$ cat src/smed_pkg.sv
// Constants and types for the servo mode, enable and direction block.
// Assumes a single 100 MHz clock domain and synchronous active-high reset.
package smed_pkg;
  localparam logic [3:0] SMED_MODE_SPEED = 4'h0;
  localparam logic [3:0] SMED_MODE_POSITION = 4'h1;
  localparam logic [3:0] SMED_MODE_TORQUE = 4'h2;
  localparam logic [3:0] SMED_MODE_PRESET = 4'h3;
  localparam logic [3:0] SMED_MODE_SW_FIRST = 4'h4;
  localparam logic [3:0] SMED_MODE_SW_LAST = 4'hb;
  localparam logic [3:0] SMED_MODE_MOTION = 4'hc;
  localparam logic [3:0] SMED_SRC_TERM_ONE = 4'h1;
  localparam logic [3:0] SMED_SRC_TERM_FIVE = 4'h5;
  localparam logic [3:0] SMED_SRC_FORCED = 4'h9;

  // Register map
  localparam logic [3:0] SMED_ADDR_CFG = 4'h0;
  localparam logic [3:0] SMED_ADDR_STATUS = 4'h1;
  localparam logic [3:0] SMED_ADDR_IRQ_STAT = 4'h2;
  localparam logic [3:0] SMED_ADDR_IRQ_MASK = 4'h3;
  localparam logic [3:0] SMED_ADDR_PRESET0 = 4'h4;
  localparam logic [3:0] SMED_ADDR_PRESET1 = 4'h5;
  localparam logic [3:0] SMED_ADDR_PRESET2 = 4'h6;
  // CFG fields
  localparam int SMED_CFG_DIR_BIT = 0;
  localparam int SMED_CFG_MODE_LSB = 4;
  localparam int SMED_CFG_SRC_LSB = 8;
  localparam logic [31:0] SMED_CFG_RESET = 32'h0000_0100;
  localparam logic [15:0] SMED_PRESET_RESET = 16'h0000;
  // Interrupt status bits
  localparam int SMED_IRQ_SERVO_ON = 0;
  localparam int SMED_IRQ_SERVO_OFF = 1;
  localparam int SMED_IRQ_FWD_LIMIT = 2;
  localparam int SMED_IRQ_REV_LIMIT = 3;
  localparam int SMED_IRQ_ALARM = 4;
  localparam int SMED_IRQ_W = 5;

  typedef enum logic [4:0] {
    SMED_CTL_SPEED = 5'b00001,
    SMED_CTL_POSITION = 5'b00010,
    SMED_CTL_TORQUE = 5'b00100,
    SMED_CTL_PRESET = 5'b01000,
    SMED_CTL_MOTION = 5'b10000
  } smed_ctl_t;
endpackage

$ cat src/smed_sync.sv
// Two-flop synchroniser for a bundle of asynchronous pin inputs.
// Assumes inputs are levels held far longer than a clock period.
`timescale 1ns/1ps
module smed_sync #(
  parameter int W = 1
) (
  input wire logic clock, // System clock
  input wire logic reset, // Synchronous reset
  input wire logic [W-1:0] async_in, // Raw pin levels
  input wire logic [W-1:0] reset_val, // Level held during reset
  output logic [W-1:0] sync_out // Synchronised levels
);
  logic [W-1:0] meta_q;

  always_ff @(posedge clock) begin
    if (reset) begin
      // Idle levels, so no false pin edge or servo-on pulse follows reset
      meta_q <= reset_val;
      sync_out <= reset_val;
    end else begin
      meta_q <= async_in;
      sync_out <= meta_q;
    end
  end
endmodule

$ cat src/smed_top.sv
// Servo axis mode selection, servo-on gating and direction mapping.
// Assumes pins are asynchronous; registers reached over a simple strobe port.
//
// Chosen here: the register offsets and the plain strobed port.
`timescale 1ns/1ps
module smed_top
  import smed_pkg::*;
#(
  parameter int SPEED_W = 16
) (
  input wire logic clock, // 100 MHz clock
  input wire logic reset, // Sync reset, models power-up
  input wire logic [3:0] reg_addr, // Register word address
  input wire logic [31:0] reg_wdata, // Write data
  input wire logic reg_write, // Write strobe
  input wire logic reg_read, // Read strobe
  output logic [31:0] reg_rdata, // Read data, cycle after strobe
  input wire logic axis_select, // 0 first axis, 1 second axis
  input wire logic input_terminal_one, // Servo-on pin, active low
  input wire logic input_terminal_five, // Servo-on pin, active low
  input wire logic positive_travel_limit, // High prohibits positive side
  input wire logic negative_travel_limit, // High prohibits negative side
  input wire logic proportional_select_in, // Preset select bit 0
  input wire logic forward_limit_current_in, // Preset select bit 1
  input wire logic reverse_limit_current_in, // Preset select bit 2
  input wire logic mode_switch_in, // Switching-mode select pin
  input wire logic alarm_in, // Alarm condition, level
  input wire logic alarm_reset_in, // Alarm reset pin, active high
  input wire logic ref_positive, // Reference polarity is positive
  input wire logic ref_active, // A nonzero motion reference present
  output logic motor_energize, // Motor energised
  output logic [4:0] ctl_mode, // One-hot active loop
  output logic [SPEED_W-1:0] preset_speed, // Selected internal speed
  output logic rotate_ccw, // Physical rotation counterclockwise
  output logic motion_permit, // Reference may drive motor
  output logic alarm_latched, // Alarm held
  output logic irq // Level interrupt
);
  localparam int PIN_W = 10;

  logic [PIN_W-1:0] pins_raw;
  logic [PIN_W-1:0] pins_s;
  logic son_one_n, son_five_n, pos_lim, neg_lim, sel0, sel1, sel2, sw_s, alm_s, almrst_s;

  assign pins_raw = {input_terminal_one, input_terminal_five, positive_travel_limit,
                     negative_travel_limit, proportional_select_in, forward_limit_current_in,
                     reverse_limit_current_in, mode_switch_in, alarm_in, alarm_reset_in};

  smed_sync #(.W(PIN_W)) u_sync (
    .clock(clock),
    .reset(reset),
    .async_in(pins_raw),
    .reset_val(10'h300),
    .sync_out(pins_s)
  );

  assign {son_one_n, son_five_n, pos_lim, neg_lim, sel0, sel1, sel2, sw_s, alm_s, almrst_s} =
    pins_s;

  // Software-visible configuration
  logic [31:0] cfg_q;
  logic [SPEED_W-1:0] preset_q [3];
  logic [SMED_IRQ_W-1:0] irq_stat_q, irq_mask_q;
  logic [3:0] src_q;
  logic src_loaded_q;

  always_ff @(posedge clock) begin
    if (reset) begin
      cfg_q <= SMED_CFG_RESET;
    end else if (reg_write && reg_addr == SMED_ADDR_CFG) begin
      cfg_q <= reg_wdata;
    end
  end

  always_ff @(posedge clock) begin
    if (reset) begin
      for (int i = 0; i < 3; i++) begin
        preset_q[i] <= SMED_PRESET_RESET;
      end
    end else if (reg_write && reg_addr >= SMED_ADDR_PRESET0 && reg_addr <= SMED_ADDR_PRESET2)
    begin
      preset_q[2'(reg_addr - SMED_ADDR_PRESET0)] <= reg_wdata[SPEED_W-1:0];
    end
  end

  // Source setting captured once after reset, from the CFG reset value; later writes never reach it
  always_ff @(posedge clock) begin
    if (reset) begin
      src_q <= 4'h0;
      src_loaded_q <= 1'b0;
    end else if (!src_loaded_q) begin
      src_q <= cfg_q[SMED_CFG_SRC_LSB +: 4];
      src_loaded_q <= 1'b1;
    end
  end

  logic [3:0] mode_dig;
  logic dir_rev;
  assign mode_dig = cfg_q[SMED_CFG_MODE_LSB +: 4];
  assign dir_rev = cfg_q[SMED_CFG_DIR_BIT];

  // Servo-on routing
  logic forced_on, son_active;
  assign forced_on = src_loaded_q && (src_q == SMED_SRC_FORCED);
  always_comb begin
    son_active = 1'b0;
    if (src_loaded_q) begin
      case (src_q)
        SMED_SRC_TERM_ONE: son_active = !son_one_n;
        SMED_SRC_TERM_FIVE: son_active = !son_five_n;
        SMED_SRC_FORCED: son_active = 1'b1;
        default: son_active = axis_select ? !son_five_n : !son_one_n;
      endcase
    end
  end

  // Alarm latch; reset input ignored while forced on
  always_ff @(posedge clock) begin
    if (reset) begin
      alarm_latched <= 1'b0;
    end else if (alm_s) begin
      alarm_latched <= 1'b1;
    end else if (almrst_s && !forced_on) begin
      alarm_latched <= 1'b0;
    end
  end

  always_ff @(posedge clock) begin
    if (reset) begin
      motor_energize <= 1'b0;
    end else begin
      motor_energize <= son_active && !alarm_latched;
    end
  end

  // Mode decode
  function automatic smed_ctl_t smed_basic(input logic [3:0] d);
    case (d)
      SMED_MODE_SPEED: return SMED_CTL_SPEED;
      SMED_MODE_POSITION: return SMED_CTL_POSITION;
      SMED_MODE_TORQUE: return SMED_CTL_TORQUE;
      SMED_MODE_PRESET: return SMED_CTL_PRESET;
      SMED_MODE_MOTION: return SMED_CTL_MOTION;
      default: return SMED_CTL_SPEED;
    endcase
  endfunction

  // Switching modes pair two basic modes; the pin picks which one runs
  function automatic logic [7:0] smed_pair(input logic [3:0] d);
    case (d)
      4'h4: return {4'h3, 4'h0};
      4'h5: return {4'h3, 4'h1};
      4'h6: return {4'h3, 4'h2};
      4'h7: return {4'h0, 4'h1};
      4'h8: return {4'h0, 4'h2};
      4'h9: return {4'h1, 4'h2};
      4'ha: return {4'h1, 4'h0};
      4'hb: return {4'h2, 4'h0};
      default: return {d, d};
    endcase
  endfunction

  smed_ctl_t ctl_d;
  logic [7:0] pair;
  always_comb begin
    pair = smed_pair(mode_dig);
    if (mode_dig >= SMED_MODE_SW_FIRST && mode_dig <= SMED_MODE_SW_LAST) begin
      ctl_d = smed_basic(sw_s ? pair[7:4] : pair[3:0]);
    end else begin
      ctl_d = smed_basic(mode_dig);
    end
  end

  always_ff @(posedge clock) begin
    if (reset) begin
      ctl_mode <= SMED_CTL_SPEED;
    end else begin
      ctl_mode <= ctl_d;
    end
  end

  // Fixed one-hot decode of preset selects; others give zero speed
  always_ff @(posedge clock) begin
    if (reset) begin
      preset_speed <= '0;
    end else if (ctl_d != SMED_CTL_PRESET) begin
      preset_speed <= '0;
    end else begin
      case ({sel2, sel1, sel0})
        3'b001: preset_speed <= preset_q[0];
        3'b010: preset_speed <= preset_q[1];
        3'b100: preset_speed <= preset_q[2];
        default: preset_speed <= '0;
      endcase
    end
  end

  // Direction and overtravel; encoder and monitor outputs are not touched here
  logic ccw_d, pos_blocked, neg_blocked, guard_hit;
  assign ccw_d = ref_positive ^ dir_rev;
  assign pos_blocked = pos_lim;
  assign neg_blocked = neg_lim;
  // Positive limit guards CCW when dir 0, CW when dir 1
  assign guard_hit = (ccw_d ^ dir_rev) ? pos_blocked : neg_blocked;

  always_ff @(posedge clock) begin
    if (reset) begin
      rotate_ccw <= 1'b0;
      motion_permit <= 1'b0;
    end else begin
      rotate_ccw <= ccw_d;
      motion_permit <= ref_active && son_active && !alarm_latched && !guard_hit;
    end
  end

  // Interrupts: set wins over write-one-to-clear
  logic son_prev_q, pos_prev_q, neg_prev_q, alm_prev_q;
  logic [SMED_IRQ_W-1:0] irq_set;
  always_ff @(posedge clock) begin
    if (reset) begin
      son_prev_q <= 1'b0;
      pos_prev_q <= 1'b0;
      neg_prev_q <= 1'b0;
      alm_prev_q <= 1'b0;
    end else begin
      son_prev_q <= motor_energize;
      pos_prev_q <= pos_lim;
      neg_prev_q <= neg_lim;
      alm_prev_q <= alarm_latched;
    end
  end

  always_comb begin
    irq_set = '0;
    irq_set[SMED_IRQ_SERVO_ON] = motor_energize && !son_prev_q;
    irq_set[SMED_IRQ_SERVO_OFF] = !motor_energize && son_prev_q;
    irq_set[SMED_IRQ_FWD_LIMIT] = pos_lim && !pos_prev_q;
    irq_set[SMED_IRQ_REV_LIMIT] = neg_lim && !neg_prev_q;
    irq_set[SMED_IRQ_ALARM] = alarm_latched && !alm_prev_q;
  end

  always_ff @(posedge clock) begin
    if (reset) begin
      irq_stat_q <= '0;
    end else begin
      if (reg_write && reg_addr == SMED_ADDR_IRQ_STAT) begin
        irq_stat_q <= (irq_stat_q & ~reg_wdata[SMED_IRQ_W-1:0]) | irq_set;
      end else begin
        irq_stat_q <= irq_stat_q | irq_set;
      end
    end
  end

  always_ff @(posedge clock) begin
    if (reset) begin
      irq_mask_q <= '0;
    end else if (reg_write && reg_addr == SMED_ADDR_IRQ_MASK) begin
      irq_mask_q <= reg_wdata[SMED_IRQ_W-1:0];
    end
  end

  assign irq = |(irq_stat_q & irq_mask_q);

  // Read port; unmapped addresses read zero
  always_ff @(posedge clock) begin
    if (reset) begin
      reg_rdata <= 32'h0000_0000;
    end else if (reg_read) begin
      case (reg_addr)
        SMED_ADDR_CFG: reg_rdata <= cfg_q;
        SMED_ADDR_STATUS: reg_rdata <= {18'h00000, src_q, 1'b0, ctl_mode, alarm_latched,
                                        neg_lim, pos_lim, motor_energize};
        SMED_ADDR_IRQ_STAT: reg_rdata <= 32'(irq_stat_q);
        SMED_ADDR_IRQ_MASK: reg_rdata <= 32'(irq_mask_q);
        SMED_ADDR_PRESET0: reg_rdata <= 32'(preset_q[0]);
        SMED_ADDR_PRESET1: reg_rdata <= 32'(preset_q[1]);
        SMED_ADDR_PRESET2: reg_rdata <= 32'(preset_q[2]);
        default: reg_rdata <= 32'h0000_0000;
      endcase
    end else begin
      reg_rdata <= 32'h0000_0000;
    end
  end
endmodule

$ cat config.mk
export PLATFORM = sky130hd
export DESIGN_NAME = smed_top
export DESIGN_NICKNAME = d
export VERILOG_FILES = /design/src/smed_pkg.sv /design/src/smed_sync.sv /design/src/smed_top.sv
export SDC_FILE = /design/constraint.sdc
export NUM_CORES = 1
export LEC_CHECK = 0
export BUFFER_PORTS_ARGS = -buffer_cell sky130_fd_sc_hd__buf_2
export CAP_MARGIN = 5
export CORE_UTILIZATION = 30
export CTS_CLUSTER_DIAMETER = 60
export DETAILED_ROUTE_END_ITERATION = 12
export HOLD_SLACK_MARGIN = 0.15
export SETUP_SLACK_MARGIN = 0.02
export SLEW_MARGIN = 20
export SYNTH_ARGS = -nofsm -noshare
export SYNTH_HDL_FRONTEND = slang
export SYNTH_HIERARCHICAL = 1
export SYNTH_SLANG_ARGS = --single-unit
$ cat constraint.sdc
create_clock -name clock -period 4.1 [get_ports clock]
set_clock_uncertainty 0.15 [all_clocks]
set_input_delay 1.23 -clock clock [delete_from_list [all_inputs] [get_ports clock]]
set_output_delay 1.23 -clock clock [all_outputs]
set_load 0.01 [all_outputs]
== Yosys cells after proc, flatten, opt, wreduce, memory -nomap -nowiden ==
Memories as Yosys holds them, arrays and structs flattened.
Index checks and enable logic that the tools add are counted.

* Output and inout bits: 58
* Flip-flop bits (word level): 128
* RAM bits: 48
* Memories kept: 1
* Bits of input ports: 53

* Reductions and logical operators: 33
* Add/subtract/negate cells: 1
* Multiplexer cells: 23
* Bitwise operators: 8
* Equal/unequal tests: 29
* Order comparisons: 4

{| class="wikitable"
|+ Memory list
! memory !! words !! width !! rd ports !! clocked after Yosys merged registers in !! wr ports !! line !! text
|-
| preset_q || 3 || 16 || 3 || 0 || 3 || smed_top.sv:62 || <nowiki>logic [SPEED_W-1:0] preset_q [3];</nowiki>
|}

{| class="wikitable"
|+ Operators with widths
! operator !! number
|-
| 32-bit one-hot mux with 7 select lines || 1
|-
| 8-bit one-hot mux with 8 select lines || 1
|-
| 16-bit one-hot mux with 3 select lines || 1
|-
| 5-bit one-hot mux with 4 select lines || 2
|-
| 4-bit by 3-bit equality test with 1-bit output (second input constant) || 8
|-
| 4-bit equality test (second input constant) || 7
|-
| 4-bit by 2-bit equality test with 1-bit output (second input constant) || 6
|-
| 1-bit logical AND || 17
|-
| 4-bit by 1-bit equality test with 1-bit output (second input constant) || 4
|-
| 16-bit 2-to-1 mux || 1
|-
| 16-bit OR reduction || 1
|-
| 1-bit 2-to-1 mux || 12
|-
| 5-bit bitwise AND || 2
|-
| 1-bit logical NOT || 10
|-
| 5-bit 2-to-1 mux || 2
|-
| 5-bit OR || 2
|-
| 4-bit by 3-bit greater-or-equal comparator with 1-bit output (second input constant) || 2
|-
| 5-bit by 4-bit != test with 1-bit output (second input constant) || 1
|-
| 5-bit inverter || 1
|-
| 5-bit OR reduction || 1
|-
| 4-bit by 3-bit less-or-equal comparator with 1-bit output (second input constant) || 1
|-
| 4-bit less-or-equal comparator (second input constant) || 1
|-
| 4-bit logical NOT || 1
|-
| 4-bit 2-to-1 mux || 1
|-
| other kinds (10) || 12
|}

== Longest topological paths before layout ==
Gate-level depths: netlist (run 1).

* Depth after elaboration: 8
* Gate-level depth with buffers: 7
* Depth with buffers taken out: 6

== Hierarchy ==
Netlist (run 1), hierarchy kept.

{| class="wikitable"
|+ Modules (own cells, without submodules)
! module !! seq. area each (um^2) !! cells an instance !! area each (um^2) !! instances
|-
| smed_top || 3603.5 || 643 || 6496.2 || 1
|-
| smed_sync || 400.4 || 42 || 723.2 || 1
|}

== Worst setup path before layout (run 1) ==
OpenSTA, ideal clock, no wires.

* Kind: input-to-reg
* Start point: input port reg_addr[3]
* End point: memory preset_q[2][0], enable pin
* Arrival: 2962 ps
* Setup time: 411 ps
* Slack: 576 ps
* Path buffers: 1
* Stages on the path: 4
* Path through: and2b_1 nand3_1 buf_2 o21ai_0

{| class="wikitable"
|+ RTL lines
! element !! line !! text
|-
| from (decl) || smed_top.sv:13 || <nowiki>input wire logic [3:0] reg_addr,</nowiki>
|-
| to (decl) || smed_top.sv:62 ||
|}

==> results of run 1 <==
Yosys cell counts (6+ instances only):
master       n  area share [%]
nand3_1      7            0.49
nor3_1      15             1.0
a22oi_1     25             2.6
clkbuf_1    24             1.2
nand2b_1    10            0.87
a21oi_1     49             3.4
buf_2       15             1.0
mux2_4      20             4.2
edfxtp_1    48              20
o21ai_0     13            0.90
inv_1       11            0.57
a2bb2oi_1   16             1.9
nor2_1      40             2.1
and2_1      51             4.4
mux2i_1     21             2.9
nor2b_1     11            0.95
a22o_1      23             2.8
dfxtp_1    128              35
nand2_1     84             4.4
nor4_1       6            0.52
registers in the layout (all words and copies together), names as in the netlist:
| signal | cells |
|---|---|
| motion_permit | 1 |
| irq_mask_q | 5 |
| irq_stat_q | 5 |
| rotate_ccw | 1 |
| neg_prev_q | 1 |
| alm_prev_q | 1 |
| motor_energize | 1 |
| preset_q | 48 |
| src_loaded_q | 1 |
| alarm_latched | 1 |
| reg_rdata | 32 |
| u_sync/sync_out | 10 |
| preset_speed | 16 |
| ctl_mode | 5 |
| pos_prev_q | 1 |
| u_sync/meta_q | 10 |
| son_prev_q | 1 |
| cfg_q | 32 |
| src_q | 4 |
kinds of logic after synthesis:
kind of cell / after synthesis / share of synthesized area [%]
adder cells (fa/ha/maj): 4 / 0.693
buffers and inverters: 60 / 3.83
multiplexers: 44 / 7.54
flip-flops: 176 / 55.5
XOR/XNOR: 1 / 0.121
AO/OA/AOI/OAI: 147 / 14.5
AND/OR/NAND/NOR: 251 / 17.8
other: 2 / 0.104
worst max-delay path: cells and delay by family:
family	cells	cell delay (ns)
AND/OR/NAND/NOR	4	1.20
buffers and inverters	2	0.59
how the worst min path moves through the flow:
stage,from,end,slack (ns),cells past startpoint
after floorplan,u_sync/sync_out[1],alarm_latched,0.26,2
after global placement,u_sync/sync_out[1],alarm_latched,0.27,2
after detailed placement,u_sync/sync_out[1],alarm_latched,0.28,2
after CTS,u_sync/sync_out[1],alarm_latched,0.29,2
after global routing,cfg_q[16],cfg_q[16],0.32,2
final,u_sync/sync_out[1],alarm_latched,0.29,2
metal layers:
metal | vias up | GRT usage, % | routed length [um]
li1 | 2639 | - | -
met1 | 2579 | 22.6 | 9220
met2 | 184 | 24.3 | 8510
met3 | 21 | 4.46 | 1450
met4 | 0 | 6.10 | 353
met5 | - | 0 | 0
through the flow:
step	util, %	cell area (sq um)	power (mW)	cells	hold slack, ns
2_1_floorplan	-	7290	2.10	703	0.263
3_3_place_gp	34.3	8080	2.21	1093	0.267
3_5_place_dp	34.3	8080	2.20	1093	0.278
4_1_cts	36.9	8700	3.91	1125	0.294
5_1_grt	36.9	8700	4.02	1125	0.317
6_report	36.9	8700	3.87	1126	0.290
power breakdown:
part	total [mW]	internal (mW)	switching (mW)
logic	0.275	0.121	0.154
registers	1.89	1.85	0.0489
clock network	1.70	0.987	0.714
cell type report:
cell class                      instances  area share (%)
Timing Repair Buffer                  119            7.13
Inverter                               12           0.518
Tap cell                              319            4.59
Multi-Input combinational cell        467            34.6
Clock buffer                           18            5.05
Clock inverter                         14            2.03
Antenna cell                            1          0.0288
Sequential cell                       176            46.0
==> reports/metrics.cfg, run 1 <==
[run_status]
outcome=complete, no violations

[yosys]
synth.ff_latch_count=176
synth.distinct_cells=57
synth_edf_count=48
synth_cells=685
seq_area_frac_synth_pct=55.5
syn_area_sq_mm=0.00722
syn_avg_cell_area_sq_um=10.5
synthFlopType=dfxtp_1
yosys_warnings=6
ys_async_sr_fraction_pct=0

[sta]
fin_ws_ns=1.21
slew_headroom_pct=41.6
post-route-period-util_pct=70.4
setup_viol=0
fmax_mhz=347
rsz0062_at_grt=false
hold_viol=0
layout_min_cycle_time_ns=2.89
report.final.slew_viol_count=0
setup_tns_ns=0
worst_pin_slew_ns=0.872

[drt]
vias_per_cell=4.82
wl_mm=19.5
drc=0
drtPass1Iterations=6
drt_iter0_markers=466
routedWlPerCell_um=17.3
drtAntennaViolNets=0
routed-via-count=5423

[clocking]
clkTransAtPathRegs_ns=0.07
root_buffer=clkbuf_16
cts_tree=built
htreeDepth=4
post-cts-setup-buffer-count=0
numCtsBuffers=17
cts_sinks=176
cts_resized=0
ctsHoldBuffers=0
clock_path_buffers=2
clock_latency_ns=0.43

[finish]
nNetsFinal=850
drive_above_1_share_pct=23.0
area_growth_pct=20.5
most-common-layout-cells=128 x dfxtp_1, 109 x buf_2, 84 x nand2_1
n_fill_cell=2419
multiInputGateArea_sq_mm=0.00301
register_area_sq_mm=0.00400
final_common_cell=dfxtp_1

[global_route]
antenna_found_initial=1
grt_max_degree=67
grt_pass1_wl_mm=29.9
grt.overflow.total=0
first_global_vias=5214
grt_use_total_pct=16.4

[placement]
port_buffers=110
place_congestion=0.885
dpl.hpwl_mm=13.7
place_ws_ns=0.766

[critical_path]
crit_fanout=22
rr_worst_depth=6
slowest_delay_ns=0.52
start_kind=primary input
critPathLaunch=reg_addr[2]
ff2ff_setup_slack_ns=1.64
critPathRequiredTime_ns=4.26
critPathCapture=preset_q[2][10]
cp_slowest_cell=nor2_1
rr_endpoint=preset_speed[2]
arrival_ns=3.04
critical_path_class=primary input to flip-flop
critical_path.endpoint_type=flip-flop
cp_cell_sequence=buf_2 -> and2b_1 -> nand3_1 -> buf_4 -> nor2_1 -> and2_1
r2r_start=cfg_q[7]

[floorplan]
die_h_um=157
die_x_um=157
initial_core_util_pct=30.7
core_sq_mm=0.0235
die_area_sq_mm=0.0247
rows=56
io_pins=111

[pwr]
pwr_density_cell_mw_per_mm2=445
peakVddDrop_mv=0.227
leakage_nw=3.45

[flow_run]
drv_cap=0

[worst_hold_path]
worst_hold_path_type=flip-flop to flip-flop

(Power assumes the default switching activity.)
==> run 2: changes to the inputs <==
==> constraint.sdc (replaced) <==
create_clock -name clock -period 2.65 [get_ports clock]
set_clock_uncertainty 0.15 [all_clocks]
set_input_delay 0.795 -clock clock [delete_from_list [all_inputs] [get_ports clock]]
set_output_delay 0.795 -clock clock [all_outputs]
set_load 0.01 [all_outputs]
==> reports/metrics.cfg, run 2 (same netlist as run 1, synthesis figures left out) <==
[finish]
largest_reg_flops=48
fin_util_pct=37.6
nNetsFinal=872
most-common-layout-cells=128 x dfxtp_1, 109 x buf_2, 84 x nand2_1
area_growth_pct=22.8
drive_above_1_share_pct=25.0
final_common_cell=dfxtp_1
reg_top3=preset_q (48), cfg_q (32), reg_rdata (32)
top_register=preset_q
fin_area_sq_mm=0.00886

[clocking]
clock_latency_ns=0.43
ctsHoldBuffers=0
clock_path_buffers=2
root_buffer=clkbuf_16
htreeDepth=4
cts_sinks=176
cts_tree=built
cts_resized=0
post-cts-setup-buffer-count=0
numCtsBuffers=17
clkTransAtPathRegs_ns=0.07

[global_route]
grt_max_degree=41
antenna_found_initial=0
grt_pass1_wl_mm=29.3
grt.overflow.total=0
grt_use_total_pct=16.1
first_global_vias=5146

[sta]
fmax_mhz=427
hold_viol=0
report.final.slew_viol_count=0
setup_tns_ns=0
worst_pin_slew_ns=0.563
slew_headroom_pct=62.4
setup_viol=0
layout_min_cycle_time_ns=2.34
rsz0062_at_grt=false
post-route-period-util_pct=88.3

[critical_path]
critical_path.endpoint_type=output port
arrival_ns=1.39
critical_path_class=flip-flop to output port
critPathRequiredTime_ns=1.71
start_kind=flip-flop
crit_fanout=3

[drt]
routedWlPerCell_um=16.6
drc=0
drtPass1Iterations=5
drt_iter0_markers=377
vias_per_cell=4.80
routed-via-count=5513
drtAntennaViolNets=0
wl_mm=19.1

[floorplan]
io_pins=111
die_h_um=157
die_x_um=157
die_area_sq_mm=0.0247
initial_core_util_pct=30.7
core_sq_mm=0.0235
rows=56

[pwr]
pwr_density_cell_mw_per_mm2=646
peakVddDrop_mv=0.344
leakage_nw=3.56

[placement]
dpl-instance-area_sq_mm=0.00832
port_buffers=110
dpl.hpwl_mm=14.1
place_congestion=0.890

[flow_run]
drv_cap=0

[worst_hold_path]
worst_hold_path_type=flip-flop to flip-flop

[run_status]
outcome=complete, no violations

==> run 2: changes by cell type in the layout (fill, tap and decap cells not counted), sizes merged <==
| cell | before | now |
|---|---|---|
| buf | 119 | 141 |
| bufinv | 3 | 0 |
| clkbuf | 18 | 19 |
| clkinv | 4 | 5 |
| inv | 18 | 19 |
==> run 2: critical path, cell delays in order, from the launching register on <==
cell and delay (ns):
dfxtp_1 0.35, a222oi_1 0.34, nand2_1 0.12, buf_2 0.16
==> run 2: stage by stage <==
| stage | setup slack, ns | total power [mW] | hold slack [ns] | std cells |
|---|---|---|---|---|
| after floorplan | 0.281 | 3.25 | 0.263 | 703 |
| after global placement | 0.218 | 3.44 | 0.277 | 1115 |
| after detailed placement | 0.178 | 3.45 | 0.287 | 1115 |
| after CTS | 0.297 | 5.79 | 0.302 | 1147 |
| after global routing | 0.201 | 5.94 | 0.310 | 1147 |
| final | 0.311 | 5.72 | 0.298 | 1148 |
==> run 2: layout make-up <==
| type | count | area (sq um) |
|---|---|---|
| diodes | 1 | 2.50 |
| clock buffers | 19 | 433 |
| clock inverters | 13 | 104 |
| fillers | 2375 | 14700 |
| inverters | 12 | 45.0 |
| multi-input cells | 467 | 3010 |
| flip-flops and latches | 176 | 4000 |
| well taps | 319 | 399 |
| repair buffers | 141 | 861 |
==> run 2: routing by layer <==
layer | part of all wire, % | up-vias | GRT usage (%) | wire length, um
met3 | 7.1 | 24 | 3.17 | 1350
met1 | 46 | 2598 | 21.9 | 8790
met4 | 1.6 | 0 | 5.78 | 297
li1 | - | 2671 | - | -
met2 | 45 | 220 | 25.2 | 8660
met5 | 0 | - | 0 | 0
==> run 2: final timing paths <==
kind | start | end | slack [ns] | cells past startpoint
max | irq_stat_q[4] | irq | 0.31 | 3
max reg2reg | cfg_q[7] | preset_speed[4] | 0.36 | 7
min reg2reg | cfg_q[18] | cfg_q[18] | 0.30 | 2
min | cfg_q[18] | cfg_q[18] | 0.30 | 2
==> run 2: report_power, final <==
group / switching (mW) / internal (mW) / leakage [nW] / total (mW)
Clock: 1.11 / 1.22 / 0.265 / 2.33
Sequential: 0.0668 / 2.85 / 1.50 / 2.92
Combinational: 0.251 / 0.217 / 1.79 / 0.468
==> run 3: changes to the inputs <==
--- a/config.mk
+++ b/config.mk
@@ -7,10 +7,13 @@
 export LEC_CHECK = 0
 export BUFFER_PORTS_ARGS = -buffer_cell sky130_fd_sc_hd__buf_2
 export CAP_MARGIN = 5
-export CORE_UTILIZATION = 30
+export CORE_MARGIN = 5
+export CORE_UTILIZATION = 51
 export CTS_CLUSTER_DIAMETER = 60
+export CTS_CLUSTER_SIZE = 40
 export DETAILED_ROUTE_END_ITERATION = 12
 export HOLD_SLACK_MARGIN = 0.15
+export PLACE_DENSITY = 0.76
 export SETUP_SLACK_MARGIN = 0.02
 export SLEW_MARGIN = 20
 export SYNTH_ARGS = -nofsm -noshare
==> reports/metrics.cfg, run 3 (same netlist as run 1, synthesis figures left out) <==
[run_status]
outcome=complete, no violations

[global_route]
grt_max_degree=43
grt_pass1_wl_mm=30.7
first_global_vias=5778
grt_use_total_pct=24.0
antenna_found_initial=0
grt.overflow.total=0

[clocking]
numCtsBuffers=17
root_buffer=clkbuf_16
cts_sinks=176
ctsHoldBuffers=0
clock_latency_ns=0.43
clock_path_buffers=2
htreeDepth=4
cts_resized=0
clkTransAtPathRegs_ns=0.06
cts_tree=built
post-cts-setup-buffer-count=0

[finish]
top_register=preset_q
final_common_cell=dfxtp_1
n_fill_cell=1128
register_area_sq_mm=0.00400
largest_reg_flops=48
diodes=0
multiInputGateArea_sq_mm=0.00301
reg_top3=preset_q (48), cfg_q (32), reg_rdata (32)
area_growth_pct=21.2
nNetsFinal=878
most-common-layout-cells=128 x dfxtp_1, 110 x buf_2, 84 x nand2_1
drive_above_1_share_pct=25.8

[flow_run]
drv_cap=0

[pwr]
switching_power_mw=1.37
peakVddDrop_mv=0.484
leakage_nw=3.60
p_total_mw=5.96
swShare_pct=23.0
pwr-share-seq_pct=49.0
pwr_density_cell_mw_per_mm2=681
pwr-share-clk_pct=43.0
p_int_mw=4.59
p_comb_share_pct=8.0

[critical_path]
critPathRequiredTime_ns=2.78
critical_path.endpoint_type=flip-flop
crit_fanout=17
critical_path_class=flip-flop to flip-flop
start_kind=flip-flop
arrival_ns=2.61

[floorplan]
rows=43
io_pins=111
initial_core_util_pct=52.0
die_h_um=129
core_sq_mm=0.0139
die_area_sq_mm=0.0166
die_x_um=129

[sta]
setup_viol=0
fmax_mhz=403
hold_viol=0
setup_tns_ns=0
layout_min_cycle_time_ns=2.48
report.final.slew_viol_count=0
worst_pin_slew_ns=0.695
slew_headroom_pct=53.7
rsz0062_at_grt=false
post-route-period-util_pct=93.7

[placement]
place_congestion=0.969
port_buffers=110
dpl.hpwl_mm=13.8

[drt]
wl_mm=19.5
vias_per_cell=5.76
drc=0
drtPass1Iterations=5
drtAntennaViolNets=0
drt_iter0_markers=575
routed-via-count=5841
routedWlPerCell_um=19.3

[worst_hold_path]
worst_hold_path_type=flip-flop to flip-flop

run 3: worst paths after layout:
kind              cells past startpoint          endpoint  slack (ns)               start
hold / removal                        2     alarm_latched        0.29  u_sync/sync_out[1]
hold reg to reg                       2     alarm_latched        0.29  u_sync/sync_out[1]
setup / recovery                      6  preset_speed[12]        0.17            cfg_q[6]
setup reg to reg                      6  preset_speed[12]        0.17            cfg_q[6]
run 3: final cells by class:
cell class / instances / area share [%]
timing repair buffer: 147 / 9.61
clock inverter: 9 / 1.04
tap: 180 / 2.57
clock buffer: 23 / 6.06
multi-input combinational: 467 / 34.4
sequential: 176 / 45.8
inverter: 12 / 0.515
run 3: power groups by stage:
stage          registers (mW)  clock network (mW)  logic [mW]
2_1_floorplan            2.95                   0       0.297
3_3_place_gp             2.97                   0       0.459
3_5_place_dp             2.98                   0       0.468
4_1_cts                  2.92                2.59       0.471
5_1_grt                  2.93                2.73       0.514
6_report                 2.92                2.56       0.479
run 3: per-layer routing:
layer / GRT usage, % / vias up / share of wire [%]
li1: - / 2686 / -
met1: 31.0 / 2760 / 40
met2: 37.4 / 329 / 45
met3: 5.73 / 66 / 10
met4: 12.7 / 0 / 3.9
met5: 0 / - / 0
run 3: metrics by stage:
step	cells	worst slack (ns)	area [sq um]	util [%]	hold slack (ns)
global route	1014	0.0202	8750	63.0	0.320
finish	1014	0.168	8750	63.0	0.293
CTS	1014	0.179	8750	63.0	0.296
floorplan	703	0.281	7290	-	0.263
detailed placement	982	0.115	8130	58.6	0.283
global placement	982	0.184	8130	58.6	0.269
run 3: worst max-delay path: stages (launching register included):
cell,delay (ns)
dfxtp_1,0.41
inv_1,0.11
ha_1,0.29
a211o_1,0.32
a32o_1,0.30
a31oi_4,0.60
nor2_1,0.14
